## src/rtl/szbt_defines.vh

```
// Constants for the static zone bus timing block.
// Assumes inclusion by bare name from the design files.
`ifndef SZBT_DEFINES_VH
`define SZBT_DEFINES_VH

// ****************************************
// Register indices on the plain port
// ****************************************
`define SZBT_OFS_ZONE0      3'h0
`define SZBT_OFS_ZONE1      3'h1
`define SZBT_OFS_ZONE2      3'h2
`define SZBT_OFS_IOZONE     3'h3
`define SZBT_OFS_CTRL       3'h4
`define SZBT_OFS_STATUS     3'h5

// ****************************************
// Reset values
// ****************************************
`define SZBT_CFG_RESET      16'h069F
`define SZBT_CTRL_RESET     1'h0

// ****************************************
// Configuration word fields
// ****************************************
`define SZBT_WAIT_LSB       0
`define SZBT_WAIT_MSB       2
`define SZBT_HOLD_LSB       3
`define SZBT_HOLD_MSB       4
`define SZBT_BURST_EN_BIT   5
`define SZBT_BURST_WAIT_BIT 6
`define SZBT_WIDTH_BIT      7
`define SZBT_POST_IDLE_BIT  9
`define SZBT_PRE_IDLE_BIT   10
`define SZBT_FAST_RD_BIT    11
`define SZBT_CFG_MASK       16'h0EFF

// ****************************************
// Zone codes
// ****************************************
`define SZBT_Z_FLASH        3'h0
`define SZBT_Z_ONE          3'h1
`define SZBT_Z_TWO          3'h2
`define SZBT_Z_IO           3'h3
`define SZBT_Z_PERIPH       3'h4
`define SZBT_Z_RAM          3'h5
`define SZBT_Z_NONE         3'h6

// ****************************************
// Address ranges
// ****************************************
`define SZBT_FLASH_HI       24'h03FFFF
`define SZBT_FDATA_LO       24'h0E0000
`define SZBT_FDATA_HI       24'h0E1FFF
`define SZBT_RAM0_LO        24'h0E8000
`define SZBT_RAM0_HI        24'h0E91FF
`define SZBT_RAM1_LO        24'h0EC000
`define SZBT_RAM1_HI        24'h0EEBFF
`define SZBT_PER0_LO        24'h0EF000
`define SZBT_PER0_HI        24'h0EF1FF
`define SZBT_PER1_LO        24'hFF0000
`define SZBT_PER1_HI        24'hFFFBFF
`define SZBT_IO_LO          24'hFFFB00
`define SZBT_IO_HI          24'hFFFBFF
`define SZBT_ZONE1_LO       24'h100000
`define SZBT_ZONE1_HI       24'h7FFFFF
`define SZBT_ZONE2_LO       24'h800000
`define SZBT_ZONE2_HI       24'hDFFFFF

// ****************************************
// Fixed timing counts in cycles
// ****************************************
`define SZBT_PER_WAITS      4'h1
`define SZBT_PER_IDLE       2'h1
`define SZBT_FWR_WAITS      4'h1

`endif

```

## src/rtl/szbt_cycle_counter.v

```verilog
// Loadable down counter used to time one bus phase.
// Assumes a synchronised active-low reset from the parent.
`timescale 1ns/1ps

module szbt_cycle_counter #(
	parameter WIDTH = 4
) (
	// Clock and reset
	input  wire             clk_sys,
	input  wire             rstSync_n,
	// Control
	input  wire             load,
	input  wire [WIDTH-1:0] loadValue,
	// Status
	output wire             last
);

	reg [WIDTH-1:0] count_reg;

	// Last phase cycle when one or none remain
	assign last = (count_reg <= {{(WIDTH-1){1'b0}}, 1'b1});

	always @(posedge clk_sys or negedge rstSync_n) begin
		if (!rstSync_n) begin
			count_reg <= {WIDTH{1'b0}};
		end else if (load) begin
			count_reg <= loadValue;
		end else if (count_reg != {WIDTH{1'b0}}) begin
			count_reg <= count_reg - {{(WIDTH-1){1'b0}}, 1'b1};
		end
	end

endmodule

```

## src/rtl/szbt_bus_timing.v

```verilog
// Static zone bus timing sequencer with its configuration words.
// Assumes a CPU master that issues one request and waits for cpuDone.
//
// Our own choices: the plain strobed port and the register addresses.
`timescale 1ns/1ps
`include "szbt_defines.vh"

module szbt_bus_timing (
	// Clock and reset
	input  wire        clk_sys,
	input  wire        rst_n,
	// Register port
	input  wire [2:0]  regAddr,
	input  wire [15:0] regWrData,
	input  wire        regWrite,
	input  wire        regRead,
	output wire [15:0] regRdData,
	// CPU bus request
	input  wire        cpuReq,
	input  wire [23:0] cpuAddr,
	input  wire        cpuWrite,
	input  wire        cpuWord,
	output wire        cpuBusy,
	output wire        cpuDone,
	// Zone selects and bus phase
	output wire        zone1Select,
	output wire        zone2Select,
	output wire        busWidth16,
	output wire        phaseIdle,
	output wire        phaseAccess,
	output wire        phaseWait,
	output wire        phaseBurst,
	output wire        phaseHold
);

	// ****************************************
	// States
	// ****************************************
	localparam [5:0] S_IDLE  = 6'h01;
	localparam [5:0] S_PRE   = 6'h02;
	localparam [5:0] S_ACC   = 6'h04;
	localparam [5:0] S_WAIT  = 6'h08;
	localparam [5:0] S_BURST = 6'h10;
	localparam [5:0] S_HOLD  = 6'h20;

	// ****************************************
	// Reset release
	// ****************************************
	reg rstMeta_reg;
	reg rstSync_n;

	always @(posedge clk_sys or negedge rst_n) begin
		if (!rst_n) begin
			rstMeta_reg <= 1'b0;
			rstSync_n   <= 1'b0;
		end else begin
			rstMeta_reg <= 1'b1;
			rstSync_n   <= rstMeta_reg;
		end
	end

	// ****************************************
	// Registers
	// ****************************************
	reg [15:0] zone0Cfg_reg;
	reg [15:0] zone1Cfg_reg;
	reg [15:0] zone2Cfg_reg;
	reg [15:0] io_zone_timing_config_reg;
	reg        earlyWrite_reg;
	reg [15:0] rdData_reg;
	reg [5:0]  state_reg;
	reg [2:0]  lastZone_reg;
	reg [15:0] rdData_next;

	always @(posedge clk_sys or negedge rstSync_n) begin
		if (!rstSync_n) begin
			zone0Cfg_reg   <= `SZBT_CFG_RESET;
			zone1Cfg_reg   <= `SZBT_CFG_RESET;
			zone2Cfg_reg   <= `SZBT_CFG_RESET;
			io_zone_timing_config_reg      <= `SZBT_CFG_RESET;
			earlyWrite_reg <= `SZBT_CTRL_RESET;
		end else if (regWrite) begin
			case (regAddr)
				`SZBT_OFS_ZONE0:  zone0Cfg_reg <= regWrData & `SZBT_CFG_MASK;
				`SZBT_OFS_ZONE1:  zone1Cfg_reg <= regWrData & `SZBT_CFG_MASK;
				`SZBT_OFS_ZONE2:  zone2Cfg_reg <= regWrData & `SZBT_CFG_MASK;
				`SZBT_OFS_IOZONE: io_zone_timing_config_reg <= regWrData & `SZBT_CFG_MASK;
				`SZBT_OFS_CTRL:   earlyWrite_reg <= regWrData[0];
				default: begin
				end
			endcase
		end
	end

	always @* begin
		case (regAddr)
			`SZBT_OFS_ZONE0:  rdData_next = zone0Cfg_reg;
			`SZBT_OFS_ZONE1:  rdData_next = zone1Cfg_reg;
			`SZBT_OFS_ZONE2:  rdData_next = zone2Cfg_reg;
			`SZBT_OFS_IOZONE: rdData_next = io_zone_timing_config_reg;
			`SZBT_OFS_CTRL:   rdData_next = {15'h0000, earlyWrite_reg};
			`SZBT_OFS_STATUS: rdData_next = {7'h00, lastZone_reg, state_reg};
			default:          rdData_next = 16'h0000;
		endcase
	end

	// Read data stand only in the cycle after the strobe
	always @(posedge clk_sys or negedge rstSync_n) begin
		if (!rstSync_n) begin
			rdData_reg <= 16'h0000;
		end else begin
			rdData_reg <= regRead ? rdData_next : 16'h0000;
		end
	end

	// ****************************************
	// Address decode
	// ****************************************
	reg [2:0] decZone;

	always @* begin
		if (cpuAddr <= `SZBT_FLASH_HI ||
		    (cpuAddr >= `SZBT_FDATA_LO && cpuAddr <= `SZBT_FDATA_HI)) begin
			decZone = `SZBT_Z_FLASH;
		end else if ((cpuAddr >= `SZBT_RAM0_LO && cpuAddr <= `SZBT_RAM0_HI) ||
		             (cpuAddr >= `SZBT_RAM1_LO && cpuAddr <= `SZBT_RAM1_HI)) begin
			decZone = `SZBT_Z_RAM;
		end else if (cpuAddr >= `SZBT_IO_LO && cpuAddr <= `SZBT_IO_HI) begin
			decZone = `SZBT_Z_IO;
		end else if ((cpuAddr >= `SZBT_PER0_LO && cpuAddr <= `SZBT_PER0_HI) ||
		             (cpuAddr >= `SZBT_PER1_LO && cpuAddr <= `SZBT_PER1_HI)) begin
			decZone = `SZBT_Z_PERIPH;
		end else if (cpuAddr >= `SZBT_ZONE1_LO && cpuAddr <= `SZBT_ZONE1_HI) begin
			decZone = `SZBT_Z_ONE;
		end else if (cpuAddr >= `SZBT_ZONE2_LO && cpuAddr <= `SZBT_ZONE2_HI) begin
			decZone = `SZBT_Z_TWO;
		end else begin
			decZone = `SZBT_Z_NONE;
		end
	end

	// ****************************************
	// Timing of the requested cycle
	// ****************************************
	reg [15:0] decCfg;
	reg        decFast;
	reg        decWide;
	reg        decTwo;
	reg        decBurst;
	reg        decBurstWait;
	reg [3:0]  decWaits;
	reg [1:0]  decHold;
	reg [1:0]  decIdle;
	reg        decPost;
	reg        prevPost_reg;

	always @* begin
		case (decZone)
			`SZBT_Z_FLASH: decCfg = zone0Cfg_reg;
			`SZBT_Z_ONE:   decCfg = zone1Cfg_reg;
			`SZBT_Z_TWO:   decCfg = zone2Cfg_reg;
			`SZBT_Z_IO:    decCfg = io_zone_timing_config_reg;
			default:       decCfg = 16'h0000;
		endcase
		decFast = decCfg[`SZBT_FAST_RD_BIT];
		decWide = decCfg[`SZBT_WIDTH_BIT] || decZone == `SZBT_Z_FLASH ||
		          decZone == `SZBT_Z_PERIPH || decZone == `SZBT_Z_RAM ||
		          decZone == `SZBT_Z_NONE;
		decTwo = cpuWord && !decWide;
		decBurst = decTwo && !cpuWrite && decCfg[`SZBT_BURST_EN_BIT] && !decFast;
		decBurstWait = decBurst && decCfg[`SZBT_BURST_WAIT_BIT];
		decWaits = 4'h0;
		decHold = 2'h0;
		decPost = decCfg[`SZBT_POST_IDLE_BIT];
		decIdle = 2'h0;
		if (decZone == `SZBT_Z_RAM || decZone == `SZBT_Z_NONE) begin
			decPost = 1'b0;
		end else if (decZone == `SZBT_Z_PERIPH) begin
			decWaits = `SZBT_PER_WAITS;
			decIdle = `SZBT_PER_IDLE;
		end else if (decFast) begin
			// Fast read: single cycle; writes get one wait
			if (cpuWrite) begin
				decWaits = `SZBT_FWR_WAITS;
			end
		end else begin
			decWaits = {1'b0, decCfg[`SZBT_WAIT_MSB:`SZBT_WAIT_LSB]} + 4'h1;
			if (decZone == `SZBT_Z_FLASH && cpuWrite && earlyWrite_reg) begin
				decWaits = decWaits + 4'h1;
			end
			decHold = decCfg[`SZBT_HOLD_MSB:`SZBT_HOLD_LSB];
		end
		// On-chip targets keep their fixed timing, so zone-change idles skip them
		if (decZone != lastZone_reg && decZone != `SZBT_Z_PERIPH &&
		    decZone != `SZBT_Z_RAM && decZone != `SZBT_Z_NONE) begin
			if (decCfg[`SZBT_PRE_IDLE_BIT]) begin
				decIdle = decIdle + 2'h1;
			end
			if (prevPost_reg) begin
				decIdle = decIdle + 2'h1;
			end
		end
	end

	// ****************************************
	// Snapshot taken as a cycle starts
	// ****************************************
	// Held for the whole cycle so register writes never disturb it
	reg [2:0] snapZone_reg;
	reg       snapTwo_reg;
	reg       snapBurst_reg;
	reg       snapBurstWait_reg;
	reg [3:0] snapWaits_reg;
	reg [1:0] snapHold_reg;
	reg       snapPost_reg;
	reg       snapWide_reg;
	reg       second_reg;
	wire      start = state_reg[0] && cpuReq;

	always @(posedge clk_sys or negedge rstSync_n) begin
		if (!rstSync_n) begin
			snapZone_reg      <= `SZBT_Z_NONE;
			snapTwo_reg       <= 1'b0;
			snapBurst_reg     <= 1'b0;
			snapBurstWait_reg <= 1'b0;
			snapWaits_reg     <= 4'h0;
			snapHold_reg      <= 2'h0;
			snapPost_reg      <= 1'b0;
			snapWide_reg      <= 1'b1;
		end else if (start) begin
			snapZone_reg      <= decZone;
			snapTwo_reg       <= decTwo;
			snapBurst_reg     <= decBurst;
			snapBurstWait_reg <= decBurstWait;
			snapWaits_reg     <= decWaits;
			snapHold_reg      <= decHold;
			snapPost_reg      <= decPost;
			snapWide_reg      <= decWide;
		end
	end

	// ****************************************
	// Phase sequencer
	// ****************************************
	reg [5:0] afterWait;
	reg [3:0] afterWaitLoad;
	reg [5:0] afterAcc;
	reg [3:0] afterAccLoad;
	reg [5:0] afterBurst;
	reg [3:0] afterBurstLoad;
	reg [5:0] state_next;
	reg [3:0] load_next;
	reg       finish;
	wire      phaseLast;
	wire      needSecond = snapTwo_reg && !snapBurst_reg && !second_reg;

	always @* begin
		if (snapHold_reg != 2'h0) begin
			afterBurst = S_HOLD;
			afterBurstLoad = {2'h0, snapHold_reg};
		end else if (needSecond) begin
			afterBurst = S_ACC;
			afterBurstLoad = 4'h1;
		end else begin
			afterBurst = S_IDLE;
			afterBurstLoad = 4'h0;
		end
		if (snapBurst_reg) begin
			afterWait = S_BURST;
			afterWaitLoad = {3'h0, snapBurstWait_reg} + 4'h1;
		end else begin
			afterWait = afterBurst;
			afterWaitLoad = afterBurstLoad;
		end
		if (snapWaits_reg != 4'h0) begin
			afterAcc = S_WAIT;
			afterAccLoad = snapWaits_reg;
		end else begin
			afterAcc = afterWait;
			afterAccLoad = afterWaitLoad;
		end
	end

	always @* begin
		state_next = state_reg;
		load_next = 4'h0;
		finish = 1'b0;
		case (state_reg)
			S_IDLE: begin
				if (cpuReq) begin
					if (decIdle != 2'h0) begin
						state_next = S_PRE;
						load_next = {2'h0, decIdle};
					end else begin
						state_next = S_ACC;
						load_next = 4'h1;
					end
				end
			end
			S_PRE: begin
				if (phaseLast) begin
					state_next = S_ACC;
					load_next = 4'h1;
				end
			end
			S_ACC: begin
				if (phaseLast) begin
					state_next = afterAcc;
					load_next = afterAccLoad;
				end
			end
			S_WAIT: begin
				if (phaseLast) begin
					state_next = afterWait;
					load_next = afterWaitLoad;
				end
			end
			S_BURST: begin
				if (phaseLast) begin
					state_next = afterBurst;
					load_next = afterBurstLoad;
				end
			end
			S_HOLD: begin
				if (phaseLast) begin
					state_next = needSecond ? S_ACC : S_IDLE;
					load_next = needSecond ? 4'h1 : 4'h0;
				end
			end
			default: begin
				state_next = S_IDLE;
			end
		endcase
		finish = !state_reg[0] && state_next == S_IDLE;
	end

	szbt_cycle_counter #(
		.WIDTH (4)
	) phaseCounter (
		.clk_sys   (clk_sys),
		.rstSync_n (rstSync_n),
		.load      (state_next != state_reg || (state_reg == S_ACC && phaseLast)),
		.loadValue (load_next),
		.last      (phaseLast)
	);

	// ****************************************
	// Sequencer state and outputs
	// ****************************************
	reg  doneOut_reg;
	reg  zone1Out_reg;
	reg  zone2Out_reg;
	reg  wideOut_reg;
	wire nextActive = !state_next[0] && !state_next[1];
	wire [2:0] nextZone = start ? decZone : snapZone_reg;

	always @(posedge clk_sys or negedge rstSync_n) begin
		if (!rstSync_n) begin
			state_reg    <= S_IDLE;
			second_reg   <= 1'b0;
			lastZone_reg <= `SZBT_Z_NONE;
			prevPost_reg <= 1'b0;
			doneOut_reg  <= 1'b0;
			zone1Out_reg <= 1'b0;
			zone2Out_reg <= 1'b0;
			wideOut_reg  <= 1'b1;
		end else begin
			state_reg   <= state_next;
			doneOut_reg <= finish;
			if (start) begin
				second_reg <= 1'b0;
			end else if (state_reg == S_HOLD || state_reg == S_WAIT ||
			             state_reg == S_ACC || state_reg == S_BURST) begin
				if (state_next == S_ACC && state_reg != S_ACC) begin
					second_reg <= 1'b1;
				end else if (state_reg == S_ACC && phaseLast && afterAcc == S_ACC) begin
					second_reg <= 1'b1;
				end
			end
			if (finish) begin
				lastZone_reg <= snapZone_reg;
				prevPost_reg <= snapPost_reg;
			end
			zone1Out_reg <= nextActive && nextZone == `SZBT_Z_ONE;
			zone2Out_reg <= nextActive && nextZone == `SZBT_Z_TWO;
			wideOut_reg  <= start ? decWide : snapWide_reg;
		end
	end

	assign regRdData   = rdData_reg;
	assign cpuBusy     = !state_reg[0];
	assign cpuDone     = doneOut_reg;
	assign zone1Select = zone1Out_reg;
	assign zone2Select = zone2Out_reg;
	assign busWidth16  = wideOut_reg;
	assign phaseIdle   = state_reg[1];
	assign phaseAccess = state_reg[2];
	assign phaseWait   = state_reg[3];
	assign phaseBurst  = state_reg[4];
	assign phaseHold   = state_reg[5];

endmodule

```

## config.mk

```make
export PLATFORM = sky130hd
export DESIGN_NAME = szbt_bus_timing
export DESIGN_NICKNAME = d
export VERILOG_FILES = /design/src/rtl/szbt_cycle_counter.v /design/src/rtl/szbt_bus_timing.v
export VERILOG_INCLUDE_DIRS = /design/src /design/src/rtl
export SDC_FILE = /design/constraint.sdc
export NUM_CORES = 1
export LEC_CHECK = 0
export BUFFER_PORTS_ARGS = -buffer_cell sky130_fd_sc_hd__buf_4
export CELL_PAD_IN_SITES_DETAIL_PLACEMENT = 1
export CELL_PAD_IN_SITES_GLOBAL_PLACEMENT = 1
export CORE_MARGIN = 2
export CORE_UTILIZATION = 36
export CTS_CLUSTER_DIAMETER = 100
export DETAILED_ROUTE_END_ITERATION = 8
export HOLD_SLACK_MARGIN = 0.08
export PLACE_DENSITY = 0.68
export SETUP_SLACK_MARGIN = 0.05
export SLEW_MARGIN = 20
export SYNTH_ARGS = -nofsm -noshare
export SYNTH_HDL_FRONTEND = slang
export SYNTH_SLANG_ARGS = --single-unit
```

## constraint.sdc

```tcl
create_clock -name clk_sys -period 4.55 [get_ports clk_sys]
set_input_delay 0.91 -clock clk_sys [delete_from_list [all_inputs] [get_ports clk_sys]]
set_output_delay 0.91 -clock clk_sys [all_outputs]
set_load 0.01 [all_outputs]
```

# Word level (Yosys, flattened, before mapping)
# Index checks and enable logic that the tools add are counted.
# op_classes
n_addsub	6
magnitude_cmp	17
eq_ne	28
mux	55
reduce_logical	63
# op_table
op	count
greater-or-equal comparator 24 x 20 -> 1 bit, second input constant	4
less-or-equal comparator 24 x 20 -> 1 bit, second input constant	4
greater-or-equal comparator 24 bit, second input constant	3
case mux 12 bit (6 select lines)	1
two-way mux 6 bit	9
less-or-equal comparator 24 bit, second input constant	2
case mux 12 bit (4 select lines)	1
two-way mux 4 bit	10
case mux 6 bit (6 select lines)	1
logical AND 1 bit	28
two-way mux 3 bit	9
greater-or-equal comparator 24 x 21 -> 1 bit, second input constant	1
less-or-equal comparator 24 x 18 -> 1 bit, second input constant	1
less-or-equal comparator 24 x 23 -> 1 bit, second input constant	1
case mux 4 bit (6 select lines)	1
two-way mux 2 bit	11
equality test 6 x 3 -> 1 bit, second input constant	3
two-way mux 16 bit	1
equality test 3 x 2 -> 1 bit, second input constant	5
equality test 3 bit, second input constant	5
equality test 6 x 1 -> 1 bit, second input constant	2
logical OR 1 bit	12
AND reduction 2 bit	6
two-way mux 1 bit	11
20 further kinds	37
# totals
reg_bits	95
inputBits	50
out_inout_bits	26
elab_cells	193

# Depth between registers and ports, before layout
# Gate-level depths: netlist (run 1).
# depth
ltp_word	26
mapped_depth	17
depth_no_buf	15

# Modules after synthesis
# Synthesis (run 1) repeated with hierarchy kept, for this count alone.
# unflattened
hier_cells	480
hier_area_um2	5186.2
# modules_own_cells
module	n_inst	cells_each	area_each_um2	seq_area_each_um2
szbt_bus_timing	1	455	4932.2	2224.6
szbt_cycle_counter	1	25	254.0	100.1

# Worst setup path after synthesis (run 1)
# OpenSTA, ideal clock, no wires.
# synth_path
kind	input-to-reg
start	in cpuAddr[23]
end	reg zone1Out_reg (netlist: zone1Select)
setup_ns	0.134
arrival_ns	4.012
required_ns	4.416
setup_slack_ns	0.404
stages	17
n_path_buf	2
cell_sequence	or4_4 buf_6 a2111oi_4 nor4_2 and2_4 and2_1 buf_6 a221oi_1 inv_1 ha_1 nor3_1 a31oi_1 nand3_1 a21oi_1 a31oi_1 o21ai_0 nor4_1
# synth_between
elab_chain_cells	24
word_cells_on_any_way	66
classes_between	2 x add/sub; 16 x order compare; 11 x eq/ne; 17 x mux; 20 x reduce/logical
# synth_rtl
element	line	source
start: declaration	szbt_bus_timing.v:20	input wire [23:0] cpuAddr,
greater-or-equal comparator 24 bit (no source line) / less-or-equal comparator 24 bit (equally long branches)	-	
logical AND 1 bit (no source line)	-	
two-way mux 3 bit	szbt_bus_timing.v:135	end else if (cpuAddr >= `SZBT_ZONE2_LO && cpuAddr <= `SZBT_ZONE2_HI) begin
two-way mux 3 bit	szbt_bus_timing.v:133	end else if (cpuAddr >= `SZBT_ZONE1_LO && cpuAddr <= `SZBT_ZONE1_HI) begin
two-way mux 3 bit	szbt_bus_timing.v:130	end else if ((cpuAddr >= `SZBT_PER0_LO && cpuAddr <= `SZBT_PER0_HI) ||
two-way mux 3 bit	szbt_bus_timing.v:128	end else if (cpuAddr >= `SZBT_IO_LO && cpuAddr <= `SZBT_IO_HI) begin
two-way mux 3 bit	szbt_bus_timing.v:125	end else if ((cpuAddr >= `SZBT_RAM0_LO && cpuAddr <= `SZBT_RAM0_HI) ||
two-way mux 3 bit *	szbt_bus_timing.v:122	if (cpuAddr <= `SZBT_FLASH_HI ||
[9 not listed]	-	
nonzero test 2 bit *	szbt_bus_timing.v:291	if (decIdle != 2'h0) begin
two-way mux 3 bit *	szbt_bus_timing.v:291	
two-way mux 6 bit *	szbt_bus_timing.v:290	if (cpuReq) begin
case mux 6 bit (6 select lines) *	szbt_bus_timing.v:288	case (state_reg)
via state_next[1]	szbt_bus_timing.v:251	reg [5:0] state_next;
logical NOT 1 bit *	szbt_bus_timing.v:354	wire nextActive = !state_next[0] && !state_next[1];
logical AND 1 bit *	szbt_bus_timing.v:354	
logical AND 1 bit (no source line) *	-	
end signal: assignment	szbt_bus_timing.v:384	zone1Out_reg <= nextActive && nextZone == `SZBT_Z_ONE;
end: declaration	szbt_bus_timing.v:351	reg zone1Out_reg;
# Mark *: on every way through the listed nets, which the timed path passes. The rest lies on a longest branch. The select of a mux whose other input is x is not followed.
# A chain may end at the register's enable or synchronous reset.

# Worst setup path in the final report (run 1)
# Same ends and word-level chain as after synthesis.

==> qor.csv, run 1 <==
metric;value;unit
Mapped Area;5250;um^2
max-cap violations;0;
Area after DPL;5880;um^2
worst-margin pin slew;0.970;ns
hold crit path type;reg2async;
Design Area, Final;6170;um^2
final WL;14.4;mm
clock skew;0.00951;ns
Post-DRT Antenna Nets;0;
CP top delay family;simple AND/OR/NAND/NOR gates;
Cell Pwr Density;500;nW/um^2
Die Wd;125;um
root buffer cell;clkbuf_16;
required time of the critical path;4.79;ns
Worst VDD drop;0.000324;V
Max stage delay on crit path;0.60;ns
period utilization;90.9;%
Crit path buffers/inverters;3;
ratio of cells with drive above 1 in the final layout;36.9;%
Crit-path slowest cell;or4_4;
max_slew headroom;34.9;%
Final setup viols;0;
CTS Buf Count;9;
fillers;1581;
max FFs per register;12;
post-route insts no fill;734;
total power;3.09;mW
most area-consuming cells after synthesis;dfrtp_1 (25%), dfstp_2 (19%), mux2_2 (12%);
synthesized flop and latch total;91;
vias post-DR;4171;
die footprint;15600;um^2
outcome;complete, no violations;
crit path cell chain;buf_4 -> or4_4 -> a2111oi_4 -> nor4_2 -> and2_4 -> and2_1 -> a221oi_1 -> buf_4 -> inv_1 -> ha_1 -> nor3_1 -> a31oi_1 -> nand3_1 -> a21oi_1 -> a31oi_1 -> o21ai_0 -> nor4_1;
global-route wire length before repair;23.8;mm
vias per cell;5.68;
Hold Vio Cnt, Final;0;
ant diodes;0;
CP endpoint kind;flip-flop;
synthesis-to-finish area growth;17.5;%
Core Region;14400;um^2
Worst Setup Path Type;in2reg;
Layout Nets;601;
initial antenna violation count;0;
DP Cell Count;718;
GP Congestion;0.837;
Setup Buffers After CTS;0;
total gr overflow;0;
Initial DRC Count;301;
Avg Inst Size Synth;10.7;um^2
Leak;2.60;nW
CP Max Fanout;7;
RSZ-0062 raised after global routing;false;
vias in the first global route;4382;
post_cts resized;0;
final core occ;43.0;%
yosys warns;0;
Worst Path Arrival;4.37;ns
clock-pin slew on the worst setup and hold paths;0.06;ns
CTS tree;yes;
DP HPWL;10.6;mm
setup tns final;0;ns
Max Clock Freq;242;MHz
Synth area leader;dfrtp_1;
All-Layer GR Usage;19.2;%
TritonRoute pass-1 iters;6;
chip height;125;um
Max Slew Vio Count;0;
CTS H-tree depth;3;
num ports;76;
Clock Latency Late Sink;0.35;ns
clock buffer depth;2;
number of enable flip-flop cells after synthesis;0;
Post-synth top cells;mux2_2 (55), dfrtp_1 (53), dfstp_2 (38), nand2_1 (33), o21ai_0 (30);
Cell variety after synth;77;
most common cell in the netlist;mux2_2;
port bufs;58;
FP Rows;44;
Main synth FF type;dfrtp_1;
post-synth top area share;25.2;%
WL per Instance;19.7;um
Post-synth ARST share;100;%
Initial Util;36.6;%
Synth Instances;492;
# clock sinks;91;
post-synthesis sequential area ratio;44.2;%
post-route minimum period;4.13;ns
CTS Hold Bufs;0;
Critical Path Start Type;primary input;
pin count of the biggest net entering global routing;52;
DRC Markers;0;
==> worst paths after layout <==
check | start | end | slack [ns] | depth (start not counted)
setup / recovery | cpuAddr[23] | zone1Select | 0.42 | 17
hold / removal | rstSync_n | regRdData[5] | 0.31 | 0
setup reg to reg | phaseCounter.count_reg[0] | phaseCounter.count_reg[2] | 1.18 | 9
hold reg to reg | rstSync_n | regRdData[5] | 0.31 | 0
max in group asynchronous | rstSync_n | zone2Select | 3.20 | 1
min in group clk_sys | rstMeta_reg | rstSync_n | 0.35 | 0
==> per-stage QoR <==
stage	setup WS, ns	hold WS [ns]
finish	0.416	0.306
global route	0.205	0.316
CTS	0.410	0.319
detailed placement	0.0572	0.324
global placement	0.260	0.308
floorplan	0.404	0.331
==> power by group <==
| group | total, mW | switching, mW | internal, mW | leakage [nW] |
|---|---|---|---|---|
| combinational | 1.08 | 0.586 | 0.489 | 1.37 |
| clock | 0.729 | 0.306 | 0.423 | 0.144 |
| sequential | 1.28 | 0.211 | 1.07 | 1.08 |
| total | 3.09 | 1.10 | 1.98 | 2.60 |
==> cells in the final DEF (no fill, tap or decap), types with 7 or more instances in the layout <==
master | Yosys | routed
dfrtp_1 | 53 | 52
nand2_1 | 33 | 33
a22oi_1 | 14 | 14
a31oi_1 | 8 | 8
o21ai_0 | 30 | 30
inv_1 | 15 | 15
nand3_1 | 12 | 12
nor2b_1 | 7 | 7
clkbuf_16 | 0 | 10
dfstp_2 | 38 | 38
nand4b_1 | 7 | 7
buf_4 | 4 | 71
nand2b_1 | 8 | 8
and2_1 | 8 | 8
a21oi_1 | 14 | 14
mux2_2 | 55 | 55
a222oi_1 | 7 | 7
nor2_1 | 25 | 25
==> kinds of logic (layout without fill, tap and decap cells) <==
group                    Yosys count  count (layout)  synth area share (%)
AO/OA/AOI/OAI                    131             131                  18.5
buffers and inverters             47             102                  4.64
AND/OR/NAND/NOR                  145             145                  15.4
other                              2               5                 0.143
adder cells (fa/ha/maj)            6               6                  1.43
multiplexers                      62              62                  14.3
XOR/XNOR                           8               8                  1.33
flip-flops                        91              91                  44.2
==> routing by layer <==
layer	routed length [um]	GRT usage (%)
met4	225	6.35
met3	470	3.18
met5	0	0
met2	7240	32.9
met1	6500	24.7
==> cell type report <==
cell class	instances	area [um^2]	share of cell area, %
Tap cell	184	230	3.73
Clock inverter	2	17.5	0.284
Clock buffer	14	275	4.46
Sequential cell	91	2330	37.7
Inverter	15	56.3	0.912
Timing Repair Buffer	71	533	8.63
Multi-Input combinational cell	357	2730	44.3
Note: power is estimated with default switching activity, not from simulation.
==> run 2: changes to the inputs <==
--- a/config.mk
+++ b/config.mk
@@ -11,6 +11,7 @@
 export CELL_PAD_IN_SITES_GLOBAL_PLACEMENT = 1
 export CORE_MARGIN = 2
 export CORE_UTILIZATION = 36
+export CTS_BUF_LIST = sky130_fd_sc_hd__clkbuf_4 sky130_fd_sc_hd__clkbuf_8
 export CTS_CLUSTER_DIAMETER = 100
 export DETAILED_ROUTE_END_ITERATION = 8
 export HOLD_SLACK_MARGIN = 0.08
==> run 2 against run 1 <==
Compared with the run above: sequential power about the same; critical path depth unchanged; worst hold slack worse by 0.0023 ns; via count up 0.65%; first-iteration DRC count up 4.3%; die area unchanged.
==> qor.csv, run 2 (synthesized netlist as in run 1, its figures left out) <==
metric;value;unit;change
outcome;complete, no violations;;
Leak;2.56;nW;-1.3%
Core Region;14400;um^2;unchanged
Hold Vio Cnt, Final;0;;unchanged
required time of the critical path;4.82;ns;+0.03 ns
most frequent cells in the layout;buf_4 (71), mux2_2 (55), dfrtp_1 (52), dfstp_2 (38), nand2_1 (33);;
Worst R2R Path Depth;9;;unchanged
ant diodes;0;;unchanged
max FFs per register;12;;unchanged
reg2reg start;phaseCounter.count_reg[0];;
All-Layer GR Usage;19.1;%;-0.081 points
CTS tree;yes;;
clock buffer depth;2;;unchanged
# clock sinks;91;;unchanged
Post-DRT Antenna Nets;0;;unchanged
chip height;125;um;unchanged
Max Clock Freq;245;MHz;+1.4%
post-route insts no fill;734;;unchanged
crit path cell chain;buf_4 -> or4_4 -> a2111oi_4 -> nor4_2 -> and2_4 -> and2_1 -> a221oi_1 -> buf_4 -> inv_1 -> ha_1 -> nor3_1 -> a31oi_1 -> nand3_1 -> a21oi_1 -> a31oi_1 -> o21ai_0 -> nor4_1;;
die footprint;15600;um^2;unchanged
synthesis-to-finish area growth;15.9;%;
most common cell after layout, fill and taps aside;buf_4;;
DP Cell Count;718;;unchanged
CP top delay family;simple AND/OR/NAND/NOR gates;;
Levels on crit path;17;;unchanged
Max stage delay on crit path;0.60;ns;about the same
final WL;14.5;mm;+0.32%
Max Slew Vio Count;0;;unchanged
Design Area, Final;6090;um^2;-1.4%
hold crit path type;in2async;;
GP Congestion;0.837;;unchanged
ratio of cells with drive above 1 in the final layout;37.5;%;+0.55 points
max-cap violations;0;;unchanged
CP Max Fanout;7;;unchanged
CTS Hold Bufs;0;;unchanged
Initial DRC Count;314;;+4.3%
Area after DPL;5880;um^2;unchanged
root buffer cell;clkbuf_8;;
DRC Markers;0;;unchanged
TritonRoute pass-1 iters;5;;-1
WL per Instance;19.7;um;+0.32%
Crit-path slowest cell;or4_4;;
vias in the first global route;4365;;-0.39%
Cell Pwr Density;481;nW/um^2;-3.8%
post_cts resized;0;;unchanged
CP startpoint;cpuAddr[23];;
max_slew headroom;34.6;%;-0.33 points
Final setup viols;0;;unchanged
Clock Latency Late Sink;0.37;ns;+0.02 ns
Register-to-Register Setup Slack;1.20;ns;+0.02 ns
RSZ-0062 raised after global routing;false;;
post-route minimum period;4.07;ns;-0.0589 ns
CP endpoint kind;flip-flop;;
Worst Path Arrival;4.35;ns;-0.02 ns
Worst VDD drop;0.000287;V;-11%
clock skew;0.0137;ns;+0.00417 ns
global-route wire length before repair;23.7;mm;-0.12%
Worst Setup Path Type;in2reg;;
final core occ;42.4;%;-0.59 points
CTS Buf Count;9;;unchanged
FP Rows;44;;unchanged
Layout Nets;601;;unchanged
DP HPWL;10.6;mm;unchanged
Crit path buffers/inverters;3;;unchanged
initial antenna violation count;0;;unchanged
num ports;76;;unchanged
Critical Path Start Type;primary input;;
Setup Buffers After CTS;0;;unchanged
setup tns final;0;ns;unchanged
CTS H-tree depth;3;;unchanged
total power;2.93;mW;-5.1%
vias post-DR;4198;;+0.65%
worst-margin pin slew;0.977;ns;+0.00669 ns
pin count of the biggest net entering global routing;52;;unchanged
Initial Util;36.6;%;unchanged
port bufs;58;;unchanged
Die Wd;125;um;unchanged
clock-pin slew on the worst setup and hold paths;0.08;ns;+0.02 ns
period utilization;89.6;%;-1.3 points
total gr overflow;0;;unchanged
vias per cell;5.72;;+0.65%
==> run 2: final cells by class <==
class	count	area [um^2]
Clock buffer	13	160
Clock inverter	3	47.5
Timing Repair Buffer	71	533
Multi-Input combinational cell	357	2730
Fill cell	1595	8280
Sequential cell	91	2330
Tap cell	184	230
Inverter	15	56.3
==> run 2: where the power goes <==
group / switching [mW] / internal (mW) / leakage (nW) / total [mW]
combinational: 0.581 / 0.489 / 1.37 / 1.07
sequential: 0.214 / 1.07 / 1.08 / 1.28
clock: 0.284 / 0.292 / 0.110 / 0.576
==> run 2: metal layers <==
layer | global-route usage, % | wire length, um
met5 | 0 | 0
met4 | 5.35 | 249
met3 | 3.22 | 448
met2 | 33.1 | 7200
met1 | 24.7 | 6580
==> run 2: per-stage QoR <==
stage,worst slack (ns),hold WS (ns)
detailed placement,0.0572,0.324
floorplan,0.404,0.331
CTS,0.455,0.280
global route,0.229,0.279
finish,0.475,0.304
global placement,0.260,0.308
==> run 2: path summary, 6_finish.rpt <==
kind / end
setup / recovery: zone1Select
min in group clk_sys: rstSync_n
hold / removal: rstSync_n
setup reg to reg: phaseCounter.count_reg[2]
hold reg to reg: regRdData[5]
max in group asynchronous: snapTwo_reg
